===== config.mk =====
export PLATFORM = sky130hd
export DESIGN_NAME = ipc_top
export DESIGN_NICKNAME = d
export VERILOG_FILES = /design/src/ipc_pkg.sv /design/src/ipc_edge_if.sv /design/src/ipc_edge_det.sv /design/src/ipc_top.sv
export SDC_FILE = /design/constraint.sdc
export NUM_CORES = 1
export LEC_CHECK = 0
export BUFFER_PORTS_ARGS = -buffer_cell sky130_fd_sc_hd__clkbuf_2
export CAP_MARGIN = 20
export CORE_ASPECT_RATIO = 0.9
export CORE_MARGIN = 1
export CORE_UTILIZATION = 36
export CTS_BUF_LIST = sky130_fd_sc_hd__clkbuf_8 sky130_fd_sc_hd__clkbuf_16
export CTS_CLUSTER_SIZE = 28
export DETAILED_ROUTE_END_ITERATION = 12
export GPL_ROUTABILITY_DRIVEN = 0
export HOLD_SLACK_MARGIN = 0.05
export SLEW_MARGIN = 20
export SYNTH_ARGS = -nofsm -noshare
export SYNTH_HDL_FRONTEND = slang
export SYNTH_SLANG_ARGS = --single-unit

===== constraint.sdc =====
create_clock -name ref_clk -period 2 [get_ports ref_clk]
set_input_delay 0.5 -clock ref_clk [delete_from_list [all_inputs] [get_ports ref_clk]]
set_output_delay 0.5 -clock ref_clk [all_outputs]
set_load 0.005 [all_outputs]

===== src/ipc_pkg.sv =====
// package: constants, register map and types of the interrupt priority controller
package ipc_pkg;
  // ==========================================
  // sizes
  localparam int IPC_NSRC = 11;   // request sources
  localparam int IPC_NGRP = 7;    // shared vectors / priority levels
  localparam int IPC_NLINE = 6;   // edge lines: five pins plus stop release
  localparam int IPC_AW = 10;     // nibble address width
  localparam int IPC_VW = 14;     // program address width
  localparam int IPC_SYNC = 2;    // synchroniser stages

  // ==========================================
  // nibble offsets of the control bits
  localparam logic [IPC_AW-1:0] OFS_CTRL0 = 10'h000;
  localparam logic [IPC_AW-1:0] OFS_CTRL1 = 10'h001;
  localparam logic [IPC_AW-1:0] OFS_TBC = 10'h002;
  localparam logic [IPC_AW-1:0] OFS_TDS1 = 10'h003;
  localparam logic [IPC_AW-1:0] OFS_EXT23 = 10'h022;
  localparam logic [IPC_AW-1:0] OFS_EXT4S2 = 10'h023;
  localparam logic [IPC_AW-1:0] OFS_EDGE_SELECT_FIRST = 10'h026;
  localparam logic [IPC_AW-1:0] OFS_EDGE_SELECT_SECOND = 10'h027;

  // ==========================================
  // field positions
  localparam logic [1:0] BIT_IE = 2'h0;  // global enable in nibble 0
  // source order: ext0, ext1, timer a, timer b, ext2, timer c, ext3, timer d, ext4, serial1, serial2
  localparam logic [IPC_AW-1:0] FLAG_OFS [IPC_NSRC] = '{OFS_CTRL0, OFS_CTRL1, OFS_CTRL1, OFS_TBC,
    OFS_EXT23, OFS_TBC, OFS_EXT23, OFS_TDS1, OFS_EXT4S2, OFS_TDS1, OFS_EXT4S2};
  // flag bit; the mask always sits one bit above its flag
  localparam logic [1:0] FLAG_BIT [IPC_NSRC] = '{2'h2, 2'h0, 2'h2, 2'h0, 2'h0, 2'h2, 2'h2, 2'h0,
    2'h0, 2'h2, 2'h2};
  localparam logic [2:0] SRC_GRP [IPC_NSRC] = '{3'h0, 3'h1, 3'h2, 3'h3, 3'h3, 3'h4, 3'h4, 3'h5,
    3'h5, 3'h6, 3'h6};
  // edge select fields: two bits per line, line 2 and 3 in the first register, line 4 in the second
  localparam int ESR_LINE2_POS = 0;
  localparam int ESR_LINE3_POS = 2;
  localparam int ESR_LINE4_POS = 0;

  // ==========================================
  // vectors, highest priority first
  localparam logic [IPC_VW-1:0] RESET_VEC = 14'h0000;
  localparam logic [IPC_VW-1:0] VEC_ADDR [IPC_NGRP] = '{14'h0002, 14'h0004, 14'h0006, 14'h0008,
    14'h000A, 14'h000C, 14'h000E};

  // ==========================================
  // reset values
  localparam logic IE_RST = 1'b0;
  localparam logic FLAG_RST = 1'b0;
  localparam logic MASK_RST = 1'b1;
  localparam logic [3:0] ESR_RST = 4'h0;
  localparam logic PIN_IDLE = 1'b1;  // pins idle high

  // ==========================================
  // edge select encoding
  localparam logic [1:0] EDGE_NONE = 2'h0;
  localparam logic [1:0] EDGE_FALL = 2'h1;
  localparam logic [1:0] EDGE_RISE = 2'h2;
  localparam logic [1:0] EDGE_BOTH = 2'h3;

  // acknowledge sequence
  typedef enum logic [3:0] {
    S_IDLE = 4'b0001,
    S_FIN = 4'b0010,
    S_PUSH = 4'b0100,
    S_FETCH = 4'b1000
  } ipc_state_t;
endpackage


===== src/ipc_edge_if.sv =====
// interface: raw lines, edge selects and detected edge pulses
`timescale 1ns/1ps
interface ipc_edge_if;
  import ipc_pkg::*;
  logic [IPC_NLINE-1:0] pin;      // raw line levels
  logic [2*IPC_NLINE-1:0] sel;    // two-bit edge select per line
  logic [IPC_NLINE-1:0] pulse;    // one-cycle edge pulse per line
  modport det (input pin, input sel, output pulse);
  modport ctl (output pin, output sel, input pulse);
endinterface


===== src/ipc_edge_det.sv =====
// module: synchronisers and selectable edge detection for the external lines
`timescale 1ns/1ps
module ipc_edge_det
  import ipc_pkg::*;
(
  input wire logic ref_clk,
  input wire logic nrst,
  ipc_edge_if.det e
);
  // ==========================================
  // per line: two-stage synchroniser, then a history flop
  for (genvar i = 0; i < IPC_NLINE; i++) begin : g_line
    logic s1;    // first stage, read by s2 only
    logic s2;    // settled level
    logic prev;  // level one cycle earlier
    // synchronise before edge detection so each edge is seen once
    always_ff @(posedge ref_clk or negedge nrst) begin
      if (!nrst) begin
        s1 <= PIN_IDLE;
        s2 <= PIN_IDLE;
        prev <= PIN_IDLE;
      end else begin
        s1 <= e.pin[i];
        s2 <= s1;
        prev <= s2;
      end
    end
    // exactly one pulse per qualifying edge
    assign e.pulse[i] = (e.sel[2*i] & prev & ~s2) | (e.sel[2*i+1] & ~prev & s2);

    // a pulse always follows a real change of the settled level
    edge_once_a: assert property (@(posedge ref_clk) disable iff (!nrst)
      e.pulse[i] |-> (s2 != prev) ##1 !e.pulse[i]) else $error("edge pulse without change");
  end
endmodule


===== src/ipc_top.sv =====
// module: interrupt priority controller with nibble bit access and acknowledge sequence
//
// Operation
// - eleven sources: five pins, four timers, two serial
// - software can clear flags, never set them
// - reset: enable and flags zero, masks one
// - request is flag one, mask zero, enabled
// - ack: finish, clear enable, push, fetch vector
// - seven fixed priorities with vectors 0x02 to 0x0E
// - stop release vectors zero, only in stop
// - highest active group wins, lower ones keep waiting
// - enable at nibble zero bit zero, ack/return
// - lines zero and one set on falling edge
// - lines two to four use edge selects
// - mask zero passes, mask one blocks
// - timer a flag bit 2, mask bit 3
// - nibble two holds timers b and c
// - timer d flag by overflow or capture
// - serial flags on transfer end or suspend
// - control bits in reserved nibbles, bit access
// - request waits while enable is zero
`timescale 1ns/1ps
module ipc_top
  import ipc_pkg::*;
(
  input wire logic ref_clk,
  input wire logic nrst,
  input wire logic ext_irq_pin0,
  input wire logic ext_irq_pin1,
  input wire logic ext_irq_pin2,
  input wire logic ext_irq_pin3,
  input wire logic ext_irq_pin4,
  input wire logic stop_release_pin,
  input wire logic stop_mode,
  input wire logic timer_a_ovf,
  input wire logic timer_b_ovf,
  input wire logic timer_c_ovf,
  input wire logic timer_d_ovf,
  input wire logic capture_enable,
  input wire logic capture_event_d,
  input wire logic serial1_done,
  input wire logic serial2_done,
  input wire logic [IPC_AW-1:0] ram_addr,
  input wire logic [1:0] ram_bit,
  input wire logic ram_nib_wr,
  input wire logic [3:0] ram_wdata,
  input wire logic ram_bit_set,
  input wire logic ram_bit_clr,
  input wire logic ram_rd,
  input wire logic return_from_handler_op,
  output logic [3:0] ram_rdata,
  output logic ram_hit,
  output logic seq_finish,
  output logic seq_push,
  output logic seq_fetch,
  output logic [IPC_VW-1:0] vector_addr,
  output logic stop_release_req,
  output logic global_irq_enable
);
  // ==========================================
  // state
  logic [IPC_NSRC-1:0] flag;      // request flags
  logic [IPC_NSRC-1:0] mask;      // request masks
  logic [3:0] edge_select_first;  // edge selects for lines 2 and 3
  logic [3:0] edge_select_second; // edge select for line 4
  ipc_state_t state;              // acknowledge sequence
  logic [IPC_NSRC-1:0] evt;       // hardware set pulses
  logic [IPC_NGRP-1:0] grp_req;   // unmasked pending term per group
  logic [IPC_VW-1:0] win_vec;     // vector of the winning group
  logic [3:0] we;                 // per-bit write enable
  logic [3:0] wv;                 // per-bit written value
  logic [3:0] rd_nib;             // read nibble
  logic rd_hit;                   // address belongs to this block

  // ==========================================
  // edge detection on the pins
  ipc_edge_if eif ();
  assign eif.pin = {stop_release_pin, ext_irq_pin4, ext_irq_pin3, ext_irq_pin2, ext_irq_pin1,
    ext_irq_pin0};
  // lines 0, 1 and stop release are fixed falling; 2 to 4 follow the selects
  assign eif.sel = {EDGE_FALL, edge_select_second[ESR_LINE4_POS +: 2],
    edge_select_first[ESR_LINE3_POS +: 2], edge_select_first[ESR_LINE2_POS +: 2],
    EDGE_FALL, EDGE_FALL};
  ipc_edge_det u_edge (
    .ref_clk(ref_clk),
    .nrst(nrst),
    .e(eif.det)
  );

  // event vector in source order
  assign evt = {serial2_done, serial1_done, eif.pulse[4],
    timer_d_ovf | (capture_enable & capture_event_d),
    eif.pulse[3], timer_c_ovf, eif.pulse[2], timer_b_ovf,
    timer_a_ovf, eif.pulse[1], eif.pulse[0]};

  // ==========================================
  // bit access decode: a nibble write touches all four bits, a bit op one bit
  always_comb begin
    we = 4'h0;
    wv = 4'h0;
    if (ram_nib_wr) begin
      we = 4'hF;
      wv = ram_wdata;
    end else if (ram_bit_set | ram_bit_clr) begin
      we[ram_bit] = 1'b1;
      wv[ram_bit] = ram_bit_set;
    end
  end

  // ==========================================
  // flags and masks, one slice per source
  for (genvar i = 0; i < IPC_NSRC; i++) begin : g_src
    localparam logic [1:0] MB = FLAG_BIT[i] + 2'h1;  // mask bit
    logic hit;
    assign hit = (ram_addr == FLAG_OFS[i]);
    // flag: hardware sets, software may only clear; set wins
    always_ff @(posedge ref_clk or negedge nrst) begin
      if (!nrst) begin
        flag[i] <= FLAG_RST;
      end else if (evt[i]) begin
        flag[i] <= 1'b1;
      end else if (hit & we[FLAG_BIT[i]] & ~wv[FLAG_BIT[i]]) begin
        flag[i] <= 1'b0;
      end
    end
    // mask: plain read/write bit
    always_ff @(posedge ref_clk or negedge nrst) begin
      if (!nrst) begin
        mask[i] <= MASK_RST;
      end else if (hit & we[MB]) begin
        mask[i] <= wv[MB];
      end
    end
  end

  // ==========================================
  // edge select registers
  always_ff @(posedge ref_clk or negedge nrst) begin
    if (!nrst) begin
      edge_select_first <= ESR_RST;
      edge_select_second <= ESR_RST;
    end else begin
      // bit ops mix the old value with the touched bit
      if (ram_addr == OFS_EDGE_SELECT_FIRST) begin
        edge_select_first <= (edge_select_first & ~we) | (wv & we);
      end
      if (ram_addr == OFS_EDGE_SELECT_SECOND) begin
        edge_select_second <= (edge_select_second & ~we) | (wv & we);
      end
    end
  end

  // ==========================================
  // global enable: ack clears in cycle two, return sets, software may write
  always_ff @(posedge ref_clk or negedge nrst) begin
    if (!nrst) begin
      global_irq_enable <= IE_RST;
    end else if (state == S_FIN) begin
      // cleared on entry to cycle two; beats any concurrent set
      global_irq_enable <= 1'b0;
    end else if (return_from_handler_op) begin
      global_irq_enable <= 1'b1;
    end else if (ram_addr == OFS_CTRL0 && we[BIT_IE]) begin
      global_irq_enable <= wv[BIT_IE];
    end
  end

  // ==========================================
  // group terms and fixed priority
  always_comb begin
    grp_req = '0;
    for (int i = 0; i < IPC_NSRC; i++) begin
      if (flag[i] & ~mask[i]) begin
        grp_req[SRC_GRP[i]] = 1'b1;
      end
    end
  end
  // scan low to high priority so the highest active group is written last
  always_comb begin
    win_vec = VEC_ADDR[0];
    for (int g = IPC_NGRP - 1; g >= 0; g--) begin
      if (grp_req[g]) begin
        win_vec = VEC_ADDR[g];
      end
    end
  end

  // ==========================================
  // acknowledge sequence; pending terms simply wait in the flags
  always_ff @(posedge ref_clk or negedge nrst) begin
    if (!nrst) begin
      state <= S_IDLE;
    end else begin
      unique case (state)
        S_IDLE: begin
          // taken only with the enable set
          if (global_irq_enable && |grp_req) begin
            state <= S_FIN;
          end
        end
        S_FIN: begin
          state <= S_PUSH;
        end
        S_PUSH: begin
          state <= S_FETCH;
        end
        S_FETCH: begin
          state <= S_IDLE;
        end
      endcase
    end
  end
  assign seq_finish = state[1];
  assign seq_fetch = state[3];
  // push strobe gets its own flop so the output never comes from an or gate;
  // it covers cycles two and three of the acknowledge
  always_ff @(posedge ref_clk or negedge nrst) begin
    if (!nrst) begin
      seq_push <= 1'b0;
    end else begin
      seq_push <= (state == S_FIN) || (state == S_PUSH);
    end
  end

  // ==========================================
  // vector and stop release
  always_ff @(posedge ref_clk or negedge nrst) begin
    if (!nrst) begin
      vector_addr <= RESET_VEC;
      stop_release_req <= 1'b0;
    end else begin
      // stop release only counts while stopped
      stop_release_req <= stop_mode & eif.pulse[5];
      if (stop_mode & eif.pulse[5]) begin
        vector_addr <= RESET_VEC;
      end else if (state == S_IDLE && global_irq_enable && |grp_req) begin
        // latched at acceptance so later flags cannot move it mid-sequence
        vector_addr <= win_vec;
      end
    end
  end

  // ==========================================
  // read path, registered
  always_comb begin
    rd_nib = 4'h0;
    rd_hit = (ram_addr == OFS_EDGE_SELECT_FIRST) || (ram_addr == OFS_EDGE_SELECT_SECOND);
    if (ram_addr == OFS_CTRL0) begin
      rd_nib[BIT_IE] = global_irq_enable;
    end
    if (ram_addr == OFS_EDGE_SELECT_FIRST) begin
      rd_nib = edge_select_first;
    end
    if (ram_addr == OFS_EDGE_SELECT_SECOND) begin
      rd_nib = edge_select_second;
    end
    for (int i = 0; i < IPC_NSRC; i++) begin
      if (ram_addr == FLAG_OFS[i]) begin
        rd_hit = 1'b1;
        rd_nib[FLAG_BIT[i]] = flag[i];
        rd_nib[FLAG_BIT[i] + 2'h1] = mask[i];
      end
    end
  end
  always_ff @(posedge ref_clk or negedge nrst) begin
    if (!nrst) begin
      ram_rdata <= 4'h0;
      ram_hit <= 1'b0;
    end else begin
      ram_hit <= ram_rd & rd_hit;
      if (ram_rd) begin
        ram_rdata <= rd_nib;
      end
    end
  end

  // ==========================================
  // checks
  logic first_cyc;  // high in the first cycle after reset release
  always_ff @(posedge ref_clk or negedge nrst) begin
    if (!nrst) begin
      first_cyc <= 1'b1;
    end else begin
      first_cyc <= 1'b0;
    end
  end

  reset_vals_a: assert property (@(posedge ref_clk) disable iff (!nrst)
    first_cyc |-> (!global_irq_enable && flag == '0 && mask == '1)) else $error("bad reset values");
  no_sw_set_a: assert property (@(posedge ref_clk) disable iff (!nrst)
    (flag & ~$past(flag) & ~$past(evt)) == '0) else $error("flag set without event");
  set_wins_a: assert property (@(posedge ref_clk) disable iff (!nrst)
    ($past(evt) & ~flag) == '0) else $error("event lost");
  take_req_a: assert property (@(posedge ref_clk) disable iff (!nrst)
    (state == S_IDLE && global_irq_enable && |grp_req) |=> seq_finish) else $error("request not taken");
  hold_off_a: assert property (@(posedge ref_clk) disable iff (!nrst)
    (state == S_IDLE && !global_irq_enable) |=> !seq_finish) else $error("taken while disabled");
  masked_a: assert property (@(posedge ref_clk) disable iff (!nrst)
    (state == S_IDLE && mask == '1) |=> !seq_finish) else $error("masked source taken");
  ack_seq_a: assert property (@(posedge ref_clk) disable iff (!nrst)
    $rose(seq_finish) |-> ##1 (seq_push && !seq_fetch) ##1 seq_fetch ##1 !seq_push)
    else $error("bad acknowledge sequence");
  ie_clear_a: assert property (@(posedge ref_clk) disable iff (!nrst)
    (seq_push && !seq_fetch) |-> !global_irq_enable) else $error("enable not cleared");
  ie_return_a: assert property (@(posedge ref_clk) disable iff (!nrst)
    (return_from_handler_op && state != S_FIN) |=> global_irq_enable) else $error("return did not enable");
  prio_vec_a: assert property (@(posedge ref_clk) disable iff (!nrst)
    $rose(seq_finish) && !$past(stop_mode & eif.pulse[5]) |-> vector_addr == $past(win_vec))
    else $error("wrong vector latched");
  top_prio_a: assert property (@(posedge ref_clk) disable iff (!nrst)
    grp_req[0] |-> win_vec == VEC_ADDR[0]) else $error("top group not chosen");
  stop_only_a: assert property (@(posedge ref_clk) disable iff (!nrst)
    stop_release_req |-> $past(stop_mode) && vector_addr == RESET_VEC) else $error("stop release outside stop");
  // stop release is dropped whenever the device is running
  stop_gate_a: assert property (@(posedge ref_clk) disable iff (!nrst)
    !stop_mode |=> !stop_release_req) else $error("release outside stop");
  // a read of a foreign nibble must stay silent so other ram answers alone
  unmapped_rd_a: assert property (@(posedge ref_clk) disable iff (!nrst)
    (ram_rd && !rd_hit) |=> (!ram_hit && ram_rdata == 4'h0)) else $error("unmapped read answered");
  // the registered read returns the nibble seen at the request edge
  rd_data_a: assert property (@(posedge ref_clk) disable iff (!nrst)
    ram_rd |=> ram_rdata == $past(rd_nib)) else $error("read data wrong");
  // a software clear with no event drops the flag
  sw_clear_a: assert property (@(posedge ref_clk) disable iff (!nrst)
    (ram_addr == OFS_CTRL0 && we[2] && !wv[2] && !evt[0]) |=> !flag[0]) else $error("flag not cleared");
  // a software write of the enable lands unless the ack or a return overrides it
  ie_write_a: assert property (@(posedge ref_clk) disable iff (!nrst)
    (state != S_FIN && !return_from_handler_op && ram_addr == OFS_CTRL0 && we[BIT_IE])
    |=> global_irq_enable == $past(wv[BIT_IE])) else $error("enable write lost");
  // a whole-nibble write replaces the edge selects
  esr_write_a: assert property (@(posedge ref_clk) disable iff (!nrst)
    (ram_addr == OFS_EDGE_SELECT_FIRST && ram_nib_wr) |=> edge_select_first == $past(ram_wdata))
    else $error("edge select write lost");

  ack_seen_c: cover property (@(posedge ref_clk) disable iff (!nrst) $rose(seq_finish) ##3 !seq_push);
  stop_seen_c: cover property (@(posedge ref_clk) disable iff (!nrst) stop_release_req);
  clash_c: cover property (@(posedge ref_clk) disable iff (!nrst) evt[7] && ram_addr == OFS_TDS1 && we[0]);
  shared_c: cover property (@(posedge ref_clk) disable iff (!nrst) flag[3] && flag[4] && seq_finish);
endmodule


Yosys cells after proc, flatten, opt, wreduce, memory -nomap -nowiden:

Index checks and enable logic that the tools add are counted.

* register bits: 74
* word-level logic and storage cells: 254
* output and inout bits: 24

* reduce and logical (&&, ||, !) cells: 22
* equal/unequal tests: 12
* multiplexer cells: 73
* bitwise operators: 96
* magnitude comparators: 2

Operator list (count)
* $mux 14: 8
* $and 1x1->1: 62
* $mux 1: 44
* $eq 10x6->1 const B: 4
* $mux 4: 8
* $reduce_bool 2->1: 12
* $mux 2: 11
* $not 1->1: 22
* $eq 10x2->1 const B: 2
* $and 4x4->4: 4
* $pmux 4 s4: 1
* $eq 10x1->1 const B: 1
* $logic_not 10->1: 1
* $or 4x4->4: 2
* $reduce_or 7->1: 1
* $logic_and 1x1->1: 5
* $or 1x1->1: 5
* $eq 4x1->1 const B: 1
* $eq 4x2->1 const B: 1
* $eq 4x3->1 const B: 1
* $eq 4x4->1 const B: 1
* $not 4->4: 1
* $lt 2x3->1 const B: 1
* $reduce_bool 3->1: 1
* 4 further kinds: 5

Logic depth before layout (Yosys ltp):

* depth in word-level cells: 13
* gate-level depth with buffers: 7

Hierarchy:

From an unflattened synthesis, not the netlist that was laid out.

* cell total of the unflattened synthesis: 306
* area, all modules: 3321.9 um^2

By module, submodules not included
* ipc_top: instances 1, area an instance 2763.9 um^2, cells an instance 270, sequential area each 1141.1 um^2
* ipc_edge_det: instances 1, area an instance 558.0 um^2, cells an instance 36, sequential area each 473.0 um^2

Worst setup path before layout:

OpenSTA, ideal clock, no wires.

* path type: input to register
* start: input port ram_addr[6]
* end: register mask[1]
* data arrival time: 2.115 ns
* stages: 6
* setup time: 0.085 ns
* setup slack: -0.199 ns
* buffers on the path: 1
* cells stage by stage: or4_4 > or2_1 > buf_6 > nor4b_4 > nand2_1 > mux2_1

* cells in the longest elaborated chain, start to end: 2

RTL lines
* start: declaration: RTL line ipc_top.sv:43 `input wire logic [IPC_AW-1:0] ram_addr,`
* $eq 10x1->1: RTL line ipc_top.sv:115 `assign hit = (ram_addr == FLAG_OFS[i]);`
* $and 1x1->1: RTL line ipc_top.sv:130 `end else if (hit & we[MB]) begin`
* end signal: indexed assignment: RTL line ipc_top.sv:131 `mask[i] <= wv[MB];`
* end: declaration: RTL line ipc_top.sv:63 `logic [IPC_NSRC-1:0] mask;`

No other way between the ends.
A chain may end at the register's enable or synchronous reset.

Worst setup path after layout:

* start: input port ram_addr[6]
* end: register mask[8]

* cells in the longest elaborated chain, start to end: 2

RTL lines (RTL line)
* $eq 10x6->1: ipc_top.sv:115
* $and 1x1->1: ipc_top.sv:130

No other way between the ends.

==> metrics.cfg <==
[floorplan]
ios = 62
die_h_um = 90.9
initial_core_util = 0.370
fp.dieW_um = 101
coreArea_sq_mm = 0.00853
rows = 32
dieArea_sq_mm = 0.00915

[grt]
grt_max_degree = 23
grt_pass1_vias = 2550
gr-usage-all-layers = 0.186
grt_pass1_wl_mm = 12.8
antenna_found_initial = 0
grt_overflow_total = 0

[power_and_ir_drop]
irDropWorstVdd_mv = 0.372
power_mw = 3.07
p_leak_nw = 1.70
power.density_mw_per_mm2 = 781

[critical_path]
worst_path_largest_cell_delay_ns = 0.55
crit_fanout = 6
criticalPathCategory = in2reg
critPathSlowestCell = or4_4
path_cells = clkbuf_2 -> or4_4 -> or2_4 -> buf_4 -> nor3_4 -> nand2_1 -> mux2_2
cp-end-kind = register
crit_arrival_ns = 2.19
startpoint_type = primary input
cp.required_ns = 2.27

[clock_tree]
clock-sinks = 63
insertion_delay_ns = 0.34
cts-htree-levels = 3
cts_root_buf = clkbuf_8
cts_tree = yes
clockBufferDepth = 2
postCtsSetupRepairBufs = 0
cts_buffers = 9
clk_pin_slew_ns = 0.07
ctsHoldBuffers = 0

[placement]
place_area_sq_mm = 0.00370
port_buffers = 50
dpl.hpwl_mm = 6.10

[sta]
finalHoldViolations = 0
rsz0062_at_grt = no
setup_violations = 0
worstMarginPinSlew_ns = 0.660
slew_viol_final = 0
period_needed_ns = 1.92
skew_ns = 0.0128
fmax_mhz = 522
timing.max_slew.rel_slack = 0.554
post-route-period-util = 0.958

[drt]
wl_per_cell_um = 15.8
via_count = 2605
routed_wl_mm = 7.97
drtPass1Iterations = 4
drc = 0
avgViaCountPerCell = 5.15
ant_nets = 0
drtIter0Drc = 126

[cells_and_area]
final_cell_area_sq_mm = 0.00393
final_util = 0.461
nets = 420
area_growth_pct = 24.4
num_antenna_cells = 0
drive_above_1_share = 0.395

[synthesis]
synth-seq-cells = 63
postSynthCellCount = 307
synth_largest_area_cell = dfrtp_1
synth-async-reset-ratio = 1.00
synth-edff-count = 0
synth_area_sq_mm = 0.00316
ys_seq_area_frac = 0.511
yosys.cell_types.count = 53
synth_top_cell_area_share = 0.261
synth_warnings = 0
synth_top_flop_cell = dfrtp_1
synth_common_cells = dfrtp_1 (33), nand2_1 (33), dfstp_2 (30)
avgSynthCellArea_sq_um = 10.3
synth_area_leaders = dfrtp_1 (26%), dfstp_2 (25%), mux2_2 (5.7%), nand2_1 (3.9%), o21ai_0 (2.9%)

[min_path]
min_path_type = in2async

[job]
drv_cap = 0

[run_status]
outcome = complete, no violations

## cell usage in the layout (no fill, tap or decap), types with 2 or more instances in the layout
cell        count
nor3_1         11
inv_1           8
nand2_1        33
a21o_1          6
nor3_4          2
o211ai_1        5
clkbuf_8       10
nand4_1         2
or2_2           4
mux2_1          2
mux2_2         16
a31oi_1         4
o22ai_1         3
nor2_1         19
dfstp_2        30
buf_4          23
a31o_2          2
nand3_1         4
buf_12          3
nand3b_1        4
mux2i_1         4
a22oi_1         2
dfrtp_1        33
o21ai_0        17
nor2b_1        14
clkbuf_2       50
a22o_1          4
a211oi_1        2
nor4b_1         4
conb_1         11
clkinvlp_4      2
o41ai_1         2
nor4_1          4
nand2b_1        8
a21oi_1        12
## timing repair
action,4_1_cts,5_1_grt
hold endpoints to repair,0,0
setup endpoints to repair,1,4
gates resized for setup,1,3
gates cloned,0,0
## path summary, 6_finish.rpt
kind | start | end | slack [ns] | depth (start not counted)
max reg2reg | state[0]$_DFFE_PN1P_ | vector_addr[2]$_DFFE_PN0P_ | 0.20 | 5
min in group ref_clk | stop_release_pin | u_edge.g_line[5].s1$_DFF_PN1_ | 0.23 | 1
min reg2reg | u_edge.g_line[0].s1$_DFF_PN1_ | u_edge.g_line[0].s2$_DFF_PN1_ | 0.35 | 0
max | ram_addr[6] | mask[8]$_DFFE_PN1P_ | 0.08 | 7
max in group asynchronous | nrst | mask[10]$_DFFE_PN1P_ | 1.32 | 2
min | nrst | stop_release_req$_DFF_PN0_ | 0.08 | 1
## cell families (layout without fill, tap and decap cells)
group           count (synthesis)  in the layout  share of synthesized area
compound gates                 70             70                      0.149
xor+xnor                        1              1                    0.00277
simple gates                  120            120                      0.208
flops                          63             63                      0.511
other cells                     1             11                    0.00119
buf+inv                        30            100                     0.0511
mux                            22             22                     0.0769
## layer usage
| layer | vias up | share of wire | wire (um) | global-route usage |
|---|---|---|---|---|
| met4 | 0 | 0.017 | 132 | 0.0713 |
| met1 | 1255 | 0.46 | 3630 | 0.250 |
| li1 | 1233 | - | - | - |
| met5 | - | 0 | 0 | 0 |
| met3 | 13 | 0.066 | 524 | 0.0526 |
| met2 | 104 | 0.46 | 3680 | 0.284 |
## layout make-up
class | instances | area [sq um]
clock buffer | 10 | 138
clock inverter | 6 | 67.6
fill | 825 | 4600
inverter | 8 | 30.0
multi-input combinational | 224 | 1450
sequential | 63 | 1610
tap | 119 | 149
timing repair buffer | 76 | 483
## power breakdown
group | internal, mW | switching, mW | leakage, nW
clock network | 0.613 | 0.528 | 0.0989
registers | 1.39 | 0.0837 | 0.711
logic | 0.212 | 0.239 | 0.892
## critical path, delay by kind of cell
family / cells / cell delay, ns
mux: 1 / 0.29
buf+inv: 2 / 0.26
simple gates: 4 / 1.14
## metrics by stage
stage               hold WS (ns)  setup TNS [ns]  instances  setup slack [ns]
CTS                       0.0798               0        506            0.0423
floorplan                  0.204           -1.20        317            -0.176
global placement           0.346           -7.34        490            -0.336
finish                    0.0769               0        506            0.0835
detailed placement         0.347           -7.89        490            -0.419
global route              0.0788               0        506            0.0214
No activity file was read; power rests on OpenSTA's default activity.
